**config.mk**
```make
export PLATFORM = sky130hd
export DESIGN_NAME = rsfc_top
export DESIGN_NICKNAME = d
export VERILOG_FILES = /design/src/logic/rsfc_pkg.sv /design/src/logic/rsfc_top.sv
export SDC_FILE = /design/constraint.sdc
export NUM_CORES = 1
export LEC_CHECK = 0
export BUFFER_PORTS_ARGS = -buffer_cell sky130_fd_sc_hd__buf_2
export CAP_MARGIN = 10
export CORE_UTILIZATION = 25
export DETAILED_ROUTE_END_ITERATION = 12
export SYNTH_ARGS = -nofsm -noshare
export SYNTH_HDL_FRONTEND = slang
export SYNTH_SLANG_ARGS = --single-unit
```
**constraint.sdc**
```tcl
create_clock -name core_clk_in -period 1.2 [get_ports core_clk_in]
set_clock_uncertainty 0.1 [all_clocks]
set_input_delay 0.36 -clock core_clk_in [delete_from_list [all_inputs] [get_ports core_clk_in]]
set_output_delay 0.36 -clock core_clk_in [all_outputs]
set_load 0.1 [all_outputs]
```
**src/logic/rsfc_pkg.sv**
```systemverilog
// Package for the reset source and flag controller.
// Assumes a single 25 MHz core clock and no software-visible register bus.
package rsfc_pkg;
  // Value that, written to the second flash control register, asks for a full reset.
  localparam logic [7:0] RSFC_SELF_PROG_KEY = 8'h55;
  localparam logic [7:0] RSFC_PORT_RESET = 8'hff;
  localparam logic [7:0] RSFC_PCL_RESET = 8'h00;
  localparam logic [3:0] RSFC_SP_RESET = 4'h0;
  localparam logic [3:0] RSFC_SP_TOP = 4'h0;
  localparam logic RSFC_FLAG_RESET = 1'b0;
  localparam logic [7:0] RSFC_FC1_RESET = 8'h00;
  // Power modes of the core as seen by the reset logic.
  typedef enum logic [1:0] {
    RSFC_MODE_NORMAL,
    RSFC_MODE_SLOW,
    RSFC_MODE_IDLE,
    RSFC_MODE_SLEEP
  } rsfc_mode_t;
  // Kind of reset being applied this cycle.
  typedef enum logic [2:0] {
    RSFC_RST_NONE,
    RSFC_RST_FULL,
    RSFC_RST_WDT_RUN,
    RSFC_RST_WDT_LP,
    RSFC_RST_SUPPLY
  } rsfc_kind_t;
  // Core state that the reset returns to defined conditions.
  typedef struct packed {
    logic [7:0] pc_low;
    logic [3:0] stack_ptr;
    logic int_enable;
    logic wdt_clear;
    logic tb_clear;
    logic timers_on;
    logic [7:0] port_data;
    logic [7:0] port_dir;
  } rsfc_core_t;
  typedef struct packed {
    logic watchdog_timeout_flag;
    logic powerdown_flag;
  } rsfc_flags_t;
endpackage : rsfc_pkg

```
**src/logic/rsfc_top.sv**
```systemverilog
// Reset source and flag controller: decodes reset requests and applies reset values.
// Assumes requests and core state inputs are synchronous to core_clk_in.
// Summary of operation
// [RULE_01] Writing 55h to the second flash control register causes a full reset.
// [RULE_02] Running watchdog timeout resets like supply drop and sets timeout flag.
// [RULE_03] Low-power watchdog timeout clears only PC and stack pointer, sets timeout flag.
// [RULE_04] Timeout and power-down flags are kept; power-on clears both.
// [RULE_05] Supply-drop reset in normal or slow mode leaves both flags unchanged.
// [RULE_06] Running watchdog reset sets timeout flag, keeps power-down flag.
// [RULE_07] Low-power watchdog reset sets timeout and power-down flags.
// [RULE_08] After power-on all interrupts are disabled until software enables them.
// [RULE_09] After power-on watchdog and time base are cleared; watchdog restarts.
// [RULE_10] After power-on all timer modules are switched off.
// [RULE_11] Power-on and running watchdog resets set port data and direction to ones.
// [RULE_12] After power-on the stack pointer indicates the top of stack.
// [RULE_13] Program counter low byte reads zero after every reset kind.
`timescale 1ns/100ps
`default_nettype none
module rsfc_top (
  input wire logic core_clk_in, // 25 MHz core clock
  input wire logic rst_b_in, // Power-on reset, active low
  input wire logic fc1_wr_in, // Write strobe to second flash control register
  input wire logic [7:0] fc1_wdata_in, // Data written to that register
  input wire logic wdt_timeout_in, // Watchdog timeout pulse
  input wire logic supply_drop_in, // Supply-drop reset request pulse
  input wire logic [1:0] mode_in, // Current power mode (rsfc_mode_t)
  input wire logic int_en_set_in, // Software enables interrupts
  input wire logic timers_on_in, // Software switches timers on
  input wire logic [7:0] port_data_wr_in, // Port data write value
  input wire logic port_data_we_in, // Port data write strobe
  input wire logic [7:0] port_dir_wr_in, // Port direction write value
  input wire logic port_dir_we_in, // Port direction write strobe
  input wire logic [7:0] pc_low_in, // Running program counter low byte
  input wire logic [3:0] sp_in, // Running stack pointer
  input wire logic sleep_enter_in, // Core executes sleep: sets power-down flag
  input wire logic clrwdt_in, // Core clears watchdog: clears both flags
  output logic core_reset_out, // One-cycle reset pulse to the core
  output logic [2:0] reset_kind_out, // Kind of last reset applied (rsfc_kind_t)
  output logic [7:0] pc_low_out, // Program counter low byte
  output logic [3:0] sp_out, // Stack pointer
  output logic int_enable_out, // Global interrupt enable
  output logic wdt_clear_out, // Watchdog counter clear pulse
  output logic tb_clear_out, // Time base counter clear pulse
  output logic timers_on_out, // Timer modules enabled
  output logic [7:0] port_data_out, // Port data register
  output logic [7:0] port_dir_out, // Port direction register, 1 is input
  output logic watchdog_timeout_flag_out, // Status timeout flag
  output logic powerdown_flag_out // Status power-down flag
);

  rsfc_pkg::rsfc_core_t core_reg, core_next;
  rsfc_pkg::rsfc_flags_t flags_reg, flags_next;
  rsfc_pkg::rsfc_kind_t kind_reg, kind_next;
  logic pulse_reg, pulse_next;
  logic low_power;
  rsfc_pkg::rsfc_kind_t req_kind;

  assign low_power = (mode_in == 2'(rsfc_pkg::RSFC_MODE_IDLE)) ||
                     (mode_in == 2'(rsfc_pkg::RSFC_MODE_SLEEP));

  // Priority when several requests coincide: self-program, supply drop, watchdog.
  always_comb begin
    req_kind = rsfc_pkg::RSFC_RST_NONE;
    // [RULE_01] Key write decode.
    if (fc1_wr_in && fc1_wdata_in == rsfc_pkg::RSFC_SELF_PROG_KEY) begin
      req_kind = rsfc_pkg::RSFC_RST_FULL;
    end else if (supply_drop_in && !low_power) begin
      req_kind = rsfc_pkg::RSFC_RST_SUPPLY;
    end else if (wdt_timeout_in) begin
      req_kind = low_power ? rsfc_pkg::RSFC_RST_WDT_LP : rsfc_pkg::RSFC_RST_WDT_RUN;
    end
  end

  always_comb begin
    core_next = core_reg;
    flags_next = flags_reg;
    kind_next = kind_reg;
    pulse_next = 1'b0;
    core_next.pc_low = pc_low_in;
    core_next.stack_ptr = sp_in;
    core_next.wdt_clear = 1'b0;
    core_next.tb_clear = 1'b0;
    if (int_en_set_in) begin
      core_next.int_enable = 1'b1;
    end
    core_next.timers_on = timers_on_in;
    if (port_data_we_in) begin
      core_next.port_data = port_data_wr_in;
    end
    if (port_dir_we_in) begin
      core_next.port_dir = port_dir_wr_in;
    end
    if (clrwdt_in) begin
      flags_next = '0;
    end
    // Entering sleep wins over a clear in the same cycle; a reset request in that cycle overrides both.
    if (sleep_enter_in) begin
      flags_next.powerdown_flag = 1'b1;
    end
    case (req_kind)
      rsfc_pkg::RSFC_RST_NONE: begin
      end
      rsfc_pkg::RSFC_RST_WDT_LP: begin
        // [RULE_03] Only PC and stack pointer cleared.
        core_next.pc_low = rsfc_pkg::RSFC_PCL_RESET;
        core_next.stack_ptr = rsfc_pkg::RSFC_SP_RESET;
        // [RULE_07] Both flags set.
        flags_next.watchdog_timeout_flag = 1'b1;
        flags_next.powerdown_flag = 1'b1;
        // [RULE_11] Ports keep their values even if software writes them now.
        core_next.port_data = core_reg.port_data;
        core_next.port_dir = core_reg.port_dir;
        kind_next = req_kind;
        pulse_next = 1'b1;
      end
      default: begin
        // [RULE_02] Running watchdog and supply drop share register effects.
        core_next.pc_low = rsfc_pkg::RSFC_PCL_RESET;
        // [RULE_12] Stack pointer to top of stack.
        core_next.stack_ptr = rsfc_pkg::RSFC_SP_TOP;
        core_next.int_enable = 1'b0;
        core_next.wdt_clear = 1'b1;
        core_next.tb_clear = 1'b1;
        core_next.timers_on = 1'b0;
        // [RULE_11] Ports become inputs.
        core_next.port_data = rsfc_pkg::RSFC_PORT_RESET;
        core_next.port_dir = rsfc_pkg::RSFC_PORT_RESET;
        // [RULE_06] Timeout flag set, power-down kept.
        if (req_kind == rsfc_pkg::RSFC_RST_WDT_RUN) begin
          flags_next.watchdog_timeout_flag = 1'b1;
          flags_next.powerdown_flag = flags_reg.powerdown_flag;
        end
        // [RULE_05] Supply drop keeps both flags; a full reset clears them like power-on.
        if (req_kind == rsfc_pkg::RSFC_RST_SUPPLY) begin
          flags_next = flags_reg;
        end
        if (req_kind == rsfc_pkg::RSFC_RST_FULL) begin
          flags_next = '0;
        end
        kind_next = req_kind;
        pulse_next = 1'b1;
      end
    endcase
  end

  always_ff @(posedge core_clk_in or negedge rst_b_in) begin
    if (!rst_b_in) begin
      // [RULE_08] Interrupts disabled, [RULE_10] timers off, [RULE_13] PC low zero.
      core_reg <= '{pc_low: rsfc_pkg::RSFC_PCL_RESET, stack_ptr: rsfc_pkg::RSFC_SP_TOP,
                    int_enable: 1'b0, wdt_clear: 1'b1, tb_clear: 1'b1, timers_on: 1'b0,
                    port_data: rsfc_pkg::RSFC_PORT_RESET,
                    port_dir: rsfc_pkg::RSFC_PORT_RESET};
      // [RULE_04] Power-on clears both flags.
      flags_reg <= '{rsfc_pkg::RSFC_FLAG_RESET, rsfc_pkg::RSFC_FLAG_RESET};
      kind_reg <= rsfc_pkg::RSFC_RST_NONE;
      pulse_reg <= 1'b0;
    end else begin
      core_reg <= core_next;
      flags_reg <= flags_next;
      kind_reg <= kind_next;
      pulse_reg <= pulse_next;
    end
  end

  assign core_reset_out = pulse_reg;
  assign reset_kind_out = kind_reg;
  assign pc_low_out = core_reg.pc_low;
  assign sp_out = core_reg.stack_ptr;
  assign int_enable_out = core_reg.int_enable;
  // [RULE_09] Counters cleared; watchdog restarts once the pulse ends.
  assign wdt_clear_out = core_reg.wdt_clear;
  assign tb_clear_out = core_reg.tb_clear;
  assign timers_on_out = core_reg.timers_on;
  assign port_data_out = core_reg.port_data;
  assign port_dir_out = core_reg.port_dir;
  assign watchdog_timeout_flag_out = flags_reg.watchdog_timeout_flag;
  assign powerdown_flag_out = flags_reg.powerdown_flag;
endmodule : rsfc_top
`default_nettype wire

```
# ---- Word level (Yosys, flattened, before mapping)
# Cells that the tools add are included.
dict set report classes {
  eq_ne 12
  muxes 17
  bitwise 1
  reduce_logical 9
}
# op n
set ops {}
lappend ops {{case mux 16 bit (2 select lines)} 1}
lappend ops {{2-to-1 mux 8 bit} 2}
lappend ops {{2-to-1 mux 12 bit} 1}
lappend ops {{2-to-1 mux 2 bit} 5}
lappend ops {{equality test 8 x 7 -> 1 bit, second input constant} 1}
lappend ops {{!= test 4 x 1 -> 1 bit, second input constant} 2}
lappend ops {{equality test 3 x 2 -> 1 bit, second input constant} 2}
lappend ops {{2-to-1 mux 3 bit} 2}
lappend ops {{AND reduction 2 bit} 3}
lappend ops {{equality test 2 bit, second input constant} 2}
lappend ops {{2-to-1 mux 1 bit} 4}
lappend ops {{2-to-1 mux 4 bit} 1}
lappend ops {{!= test 2 bit, second input constant} 2}
lappend ops {{case mux 2 bit (2 select lines)} 1}
lappend ops {{equality test 3 x 1 -> 1 bit, second input constant} 1}
lappend ops {{equality test 3 bit, second input constant} 1}
lappend ops {{logical NOT 3 bit} 1}
lappend ops {{logical AND 1 bit} 2}
lappend ops {{!= test 2 x 1 -> 1 bit, second input constant} 1}
lappend ops {{OR reduction 2 bit} 1}
lappend ops {{logical NOT 1 bit} 1}
lappend ops {{logical OR 1 bit} 1}
lappend ops {{inverter 1 bit} 1}
dict set report totals {
  ff_bits 38
  output_inout_bits 38
  elab_cells 51
}

# ---- Longest topological paths before layout
dict set report depth {
  depth_word 11
  mapped_depth 5
}

# ---- Worst setup path after synthesis
# No wires, ideal clock.
dict set report synth_path {
  path_type {register to output}
  startpoint {register, netlist name tb_clear_out}
  endpoint {output wdt_clear_out}
  arrival_time_ps 1217
  setup_slack_ps -477
  stages_incl_launch_ff 2
  path_buffers 1
  path_cell_list {dfstp_2 > buf_4}
}
# element line_no
set synth_rtl {}
lappend synth_rtl {{to (decl)} rsfc_top.sv:42} ;# output logic wdt_clear_out,

==> flow_summary.yaml <==
pwr:
  report.power.total_mw: 3.741
  power.density_nw_per_um2: 1300
  ir_drop_mv: 0.5128
  p_leak_nw: 1.370
floorplanning:
  die_height_um: 79.34
  core_area_um2: 5642
  rows: 27
  die_w_um: 79.34
  die-area_um2: 6294
  floorplan.initialDensity_pct: 26.50
  pin_count: 87
timing:
  fin_crit_sh_pct: 129.9
  worstMarginPinSlew_ps: 303.5
  final_hold_viol_count: 0
  relSlewSlack_pct: 79.75
  setup_viol: 38
  clock.fmax_ghz: 0.6417
  finalCriticalPeriod_ps: 1558
  layout_setup_ws_ps: -358.4
  slew_viol_final: 0
  rsz0062_at_grt: "true"
place:
  portBuffers: 85
  dpl.hpwl_um: 2760
  gp_congestion: 0.6588
  place_area_um2: 2766
clocking:
  cts_tree: "yes"
  cts_root_buf: "clkbuf_8"
  numCtsBuffers: 5
  clock_sinks: 37
  cts_max_path_buffers: 2
  htree_levels: 2
  clock_latency_ps: 270
  path_clk_slew_ps: 70
setup_path:
  cpPeakStageDelay_ps: 650
  crit_required_ps: 740
  slowest_stage: "dfstp_4"
  crit_family: "flip-flops"
  crit_arrival_ps: 1100
  path_max_fanout: 2
  endpoint_kind: "primary output"
  start_kind: "flop"
  cp_cell_sequence: "buf_12"
  crit_buf_inv: 1
  path_class: "reg2out"
synthesis:
  yosysWarnings: 0
  syn_area_um2: 1495
  synthArstFlopShare_pct: 100.0
  synthFlopType: "dfrtp_1"
  ys_ff_latch: 37
  synthDistinctLibCells: 27
  synth_edf_count: 0
  synthCells: 118
  synth_nets: 167
  synth.avg_cell_area_um2: 12.67
  ys_seq_area_share_pct: 63.35
finish:
  drive_gt1_share_pct: 68.84
  final_cell_mix: "47 x buf_2, 42 x buf_12, 20 x dfrtp_2, 18 x nand2_1, 17 x dfstp_4"
  final_util_pct: 51.01
  area.growth.synth_to_final_pct: 92.47
  final_common_cell: "buf_2"
  insertedDiodeCount: 0
  fin_nets: 263
  stdcell_area_um2: 2878
drt:
  vias: 1208
  vias_per_cell: 4.209
  drc: 0
  drtAntennaViolNets: 0
  routedWlPerCell_um: 12.43
  drt_iter0_markers: 30
  firstDrtPassIters: 4
  routed_wl_um: 3568
global_routing:
  grt_max_degree: 38
  grt_pass1_wl_um: 5830
  overflow: 0
  grt_pass1_vias: 1292
  antenna_found_initial: 0
  grt_use_total_pct: 12.47
outcome:
  status: "complete, but fails checks"
  violations: "negative setup slack"
hold_path:
  hold_path.class: "in2reg"
job:
  max_cap_viol_count: 0
==> Yosys cell counts (2+ instances only) <==
cell type  instances  share of area [%]
a21oi_1            3                1.0
and3_1            13                5.4
buf_2              2               0.67
buf_6              2                1.5
dfrtp_1           20                 33
dfstp_2           17                 30
inv_1              2               0.50
mux2i_1           16                 11
nand2_1           18                4.5
nand2b_1           4                1.7
nor2_1             2               0.50
nor2b_1            2               0.84
nor3_1             2               0.67
o21ai_0            2               0.67
==> per-stage QoR <==
stage | worst slack (ps) | instances | hold WS (ps) | TNS (ps)
detailed placement | -279.1 | 278 | 247.3 | -7353
CTS | -378.1 | 287 | 165.7 | -9313
global placement | -264.9 | 278 | 247.3 | -7066
finish | -358.4 | 287 | 181.3 | -8660
global route | -391.2 | 287 | 181.3 | -9827
floorplan | -252.8 | 118 | -35.59 | -2290
==> report_power, final <==
part           leakage (nW)  switching [mW]  internal [mW]  total, mW
Clock                0.0445           0.422          0.467      0.888
Combinational         0.920           0.848          0.514       1.36
Sequential            0.405          0.0892           1.40       1.49
Total                  1.37            1.36           2.38       3.74
==> worst register-to-register path: cells and delay by family, from the launching register on <==
kind / cells / cell delay (ps)
flops: 1 / 630
simple gates: 1 / 70
mux: 1 / 80
==> sequential cells by signal (all words and copies together) (netlist names), 3 cells and up <==
signal,flops
pc_low_out,8
port_data_out,8
reset_kind_out,3
sp_out,4
port_dir_out,8
==> layout make-up <==
type	count	area [um^2]
clock buffers	7	86.33
clock inverters	1	7.507
fillers	493	2764
inverters	2	7.507
multi-input cells	72	519.2
flip-flops and latches	37	1036
well taps	72	90.09
repair buffers	96	1131
==> layer usage <==
metal	part of all wire, %	global-route usage [%]
met5	0	0
met4	1.1	4.545
met3	9.2	5.517
met2	52	21.98
met1	38	13.02
==> logic make-up after synthesis <==
group	Yosys count	share of synthesized area [%]
AOI/OAI and AO/OA	10	5.439
muxes	16	10.71
buffers and inverters	9	3.765
DFF	37	63.35
and+or+nand+nor	46	16.74
==> final timing paths <==
check,start,to,cells after the start,slack [ps]
setup / recovery,tb_clear_out$_DFF_PN1_,wdt_clear_out,1,-360
hold / removal,timers_on_in,timers_on_out$_DFF_PN0_,2,180
setup reg to reg,port_dir_out[4]$_DFFE_PN1P_,port_dir_out[4]$_DFFE_PN1P_,2,270
hold reg to reg,int_enable_out$_DFFE_PN0P_,int_enable_out$_DFFE_PN0P_,1,430
max in group asynchronous,rst_b_in,port_data_out[1]$_DFFE_PN1P_,3,250
min in group asynchronous,rst_b_in,int_enable_out$_DFFE_PN0P_,3,490
==> repair_timing <==
action	4_1_cts	5_1_grt
endpoints found under the hold margin	20	0
gates resized for setup	0	1
endpoints found under the setup margin	38	41
buffers inserted	0	0
hold buffers	1	0
(Power assumes the default switching activity.)
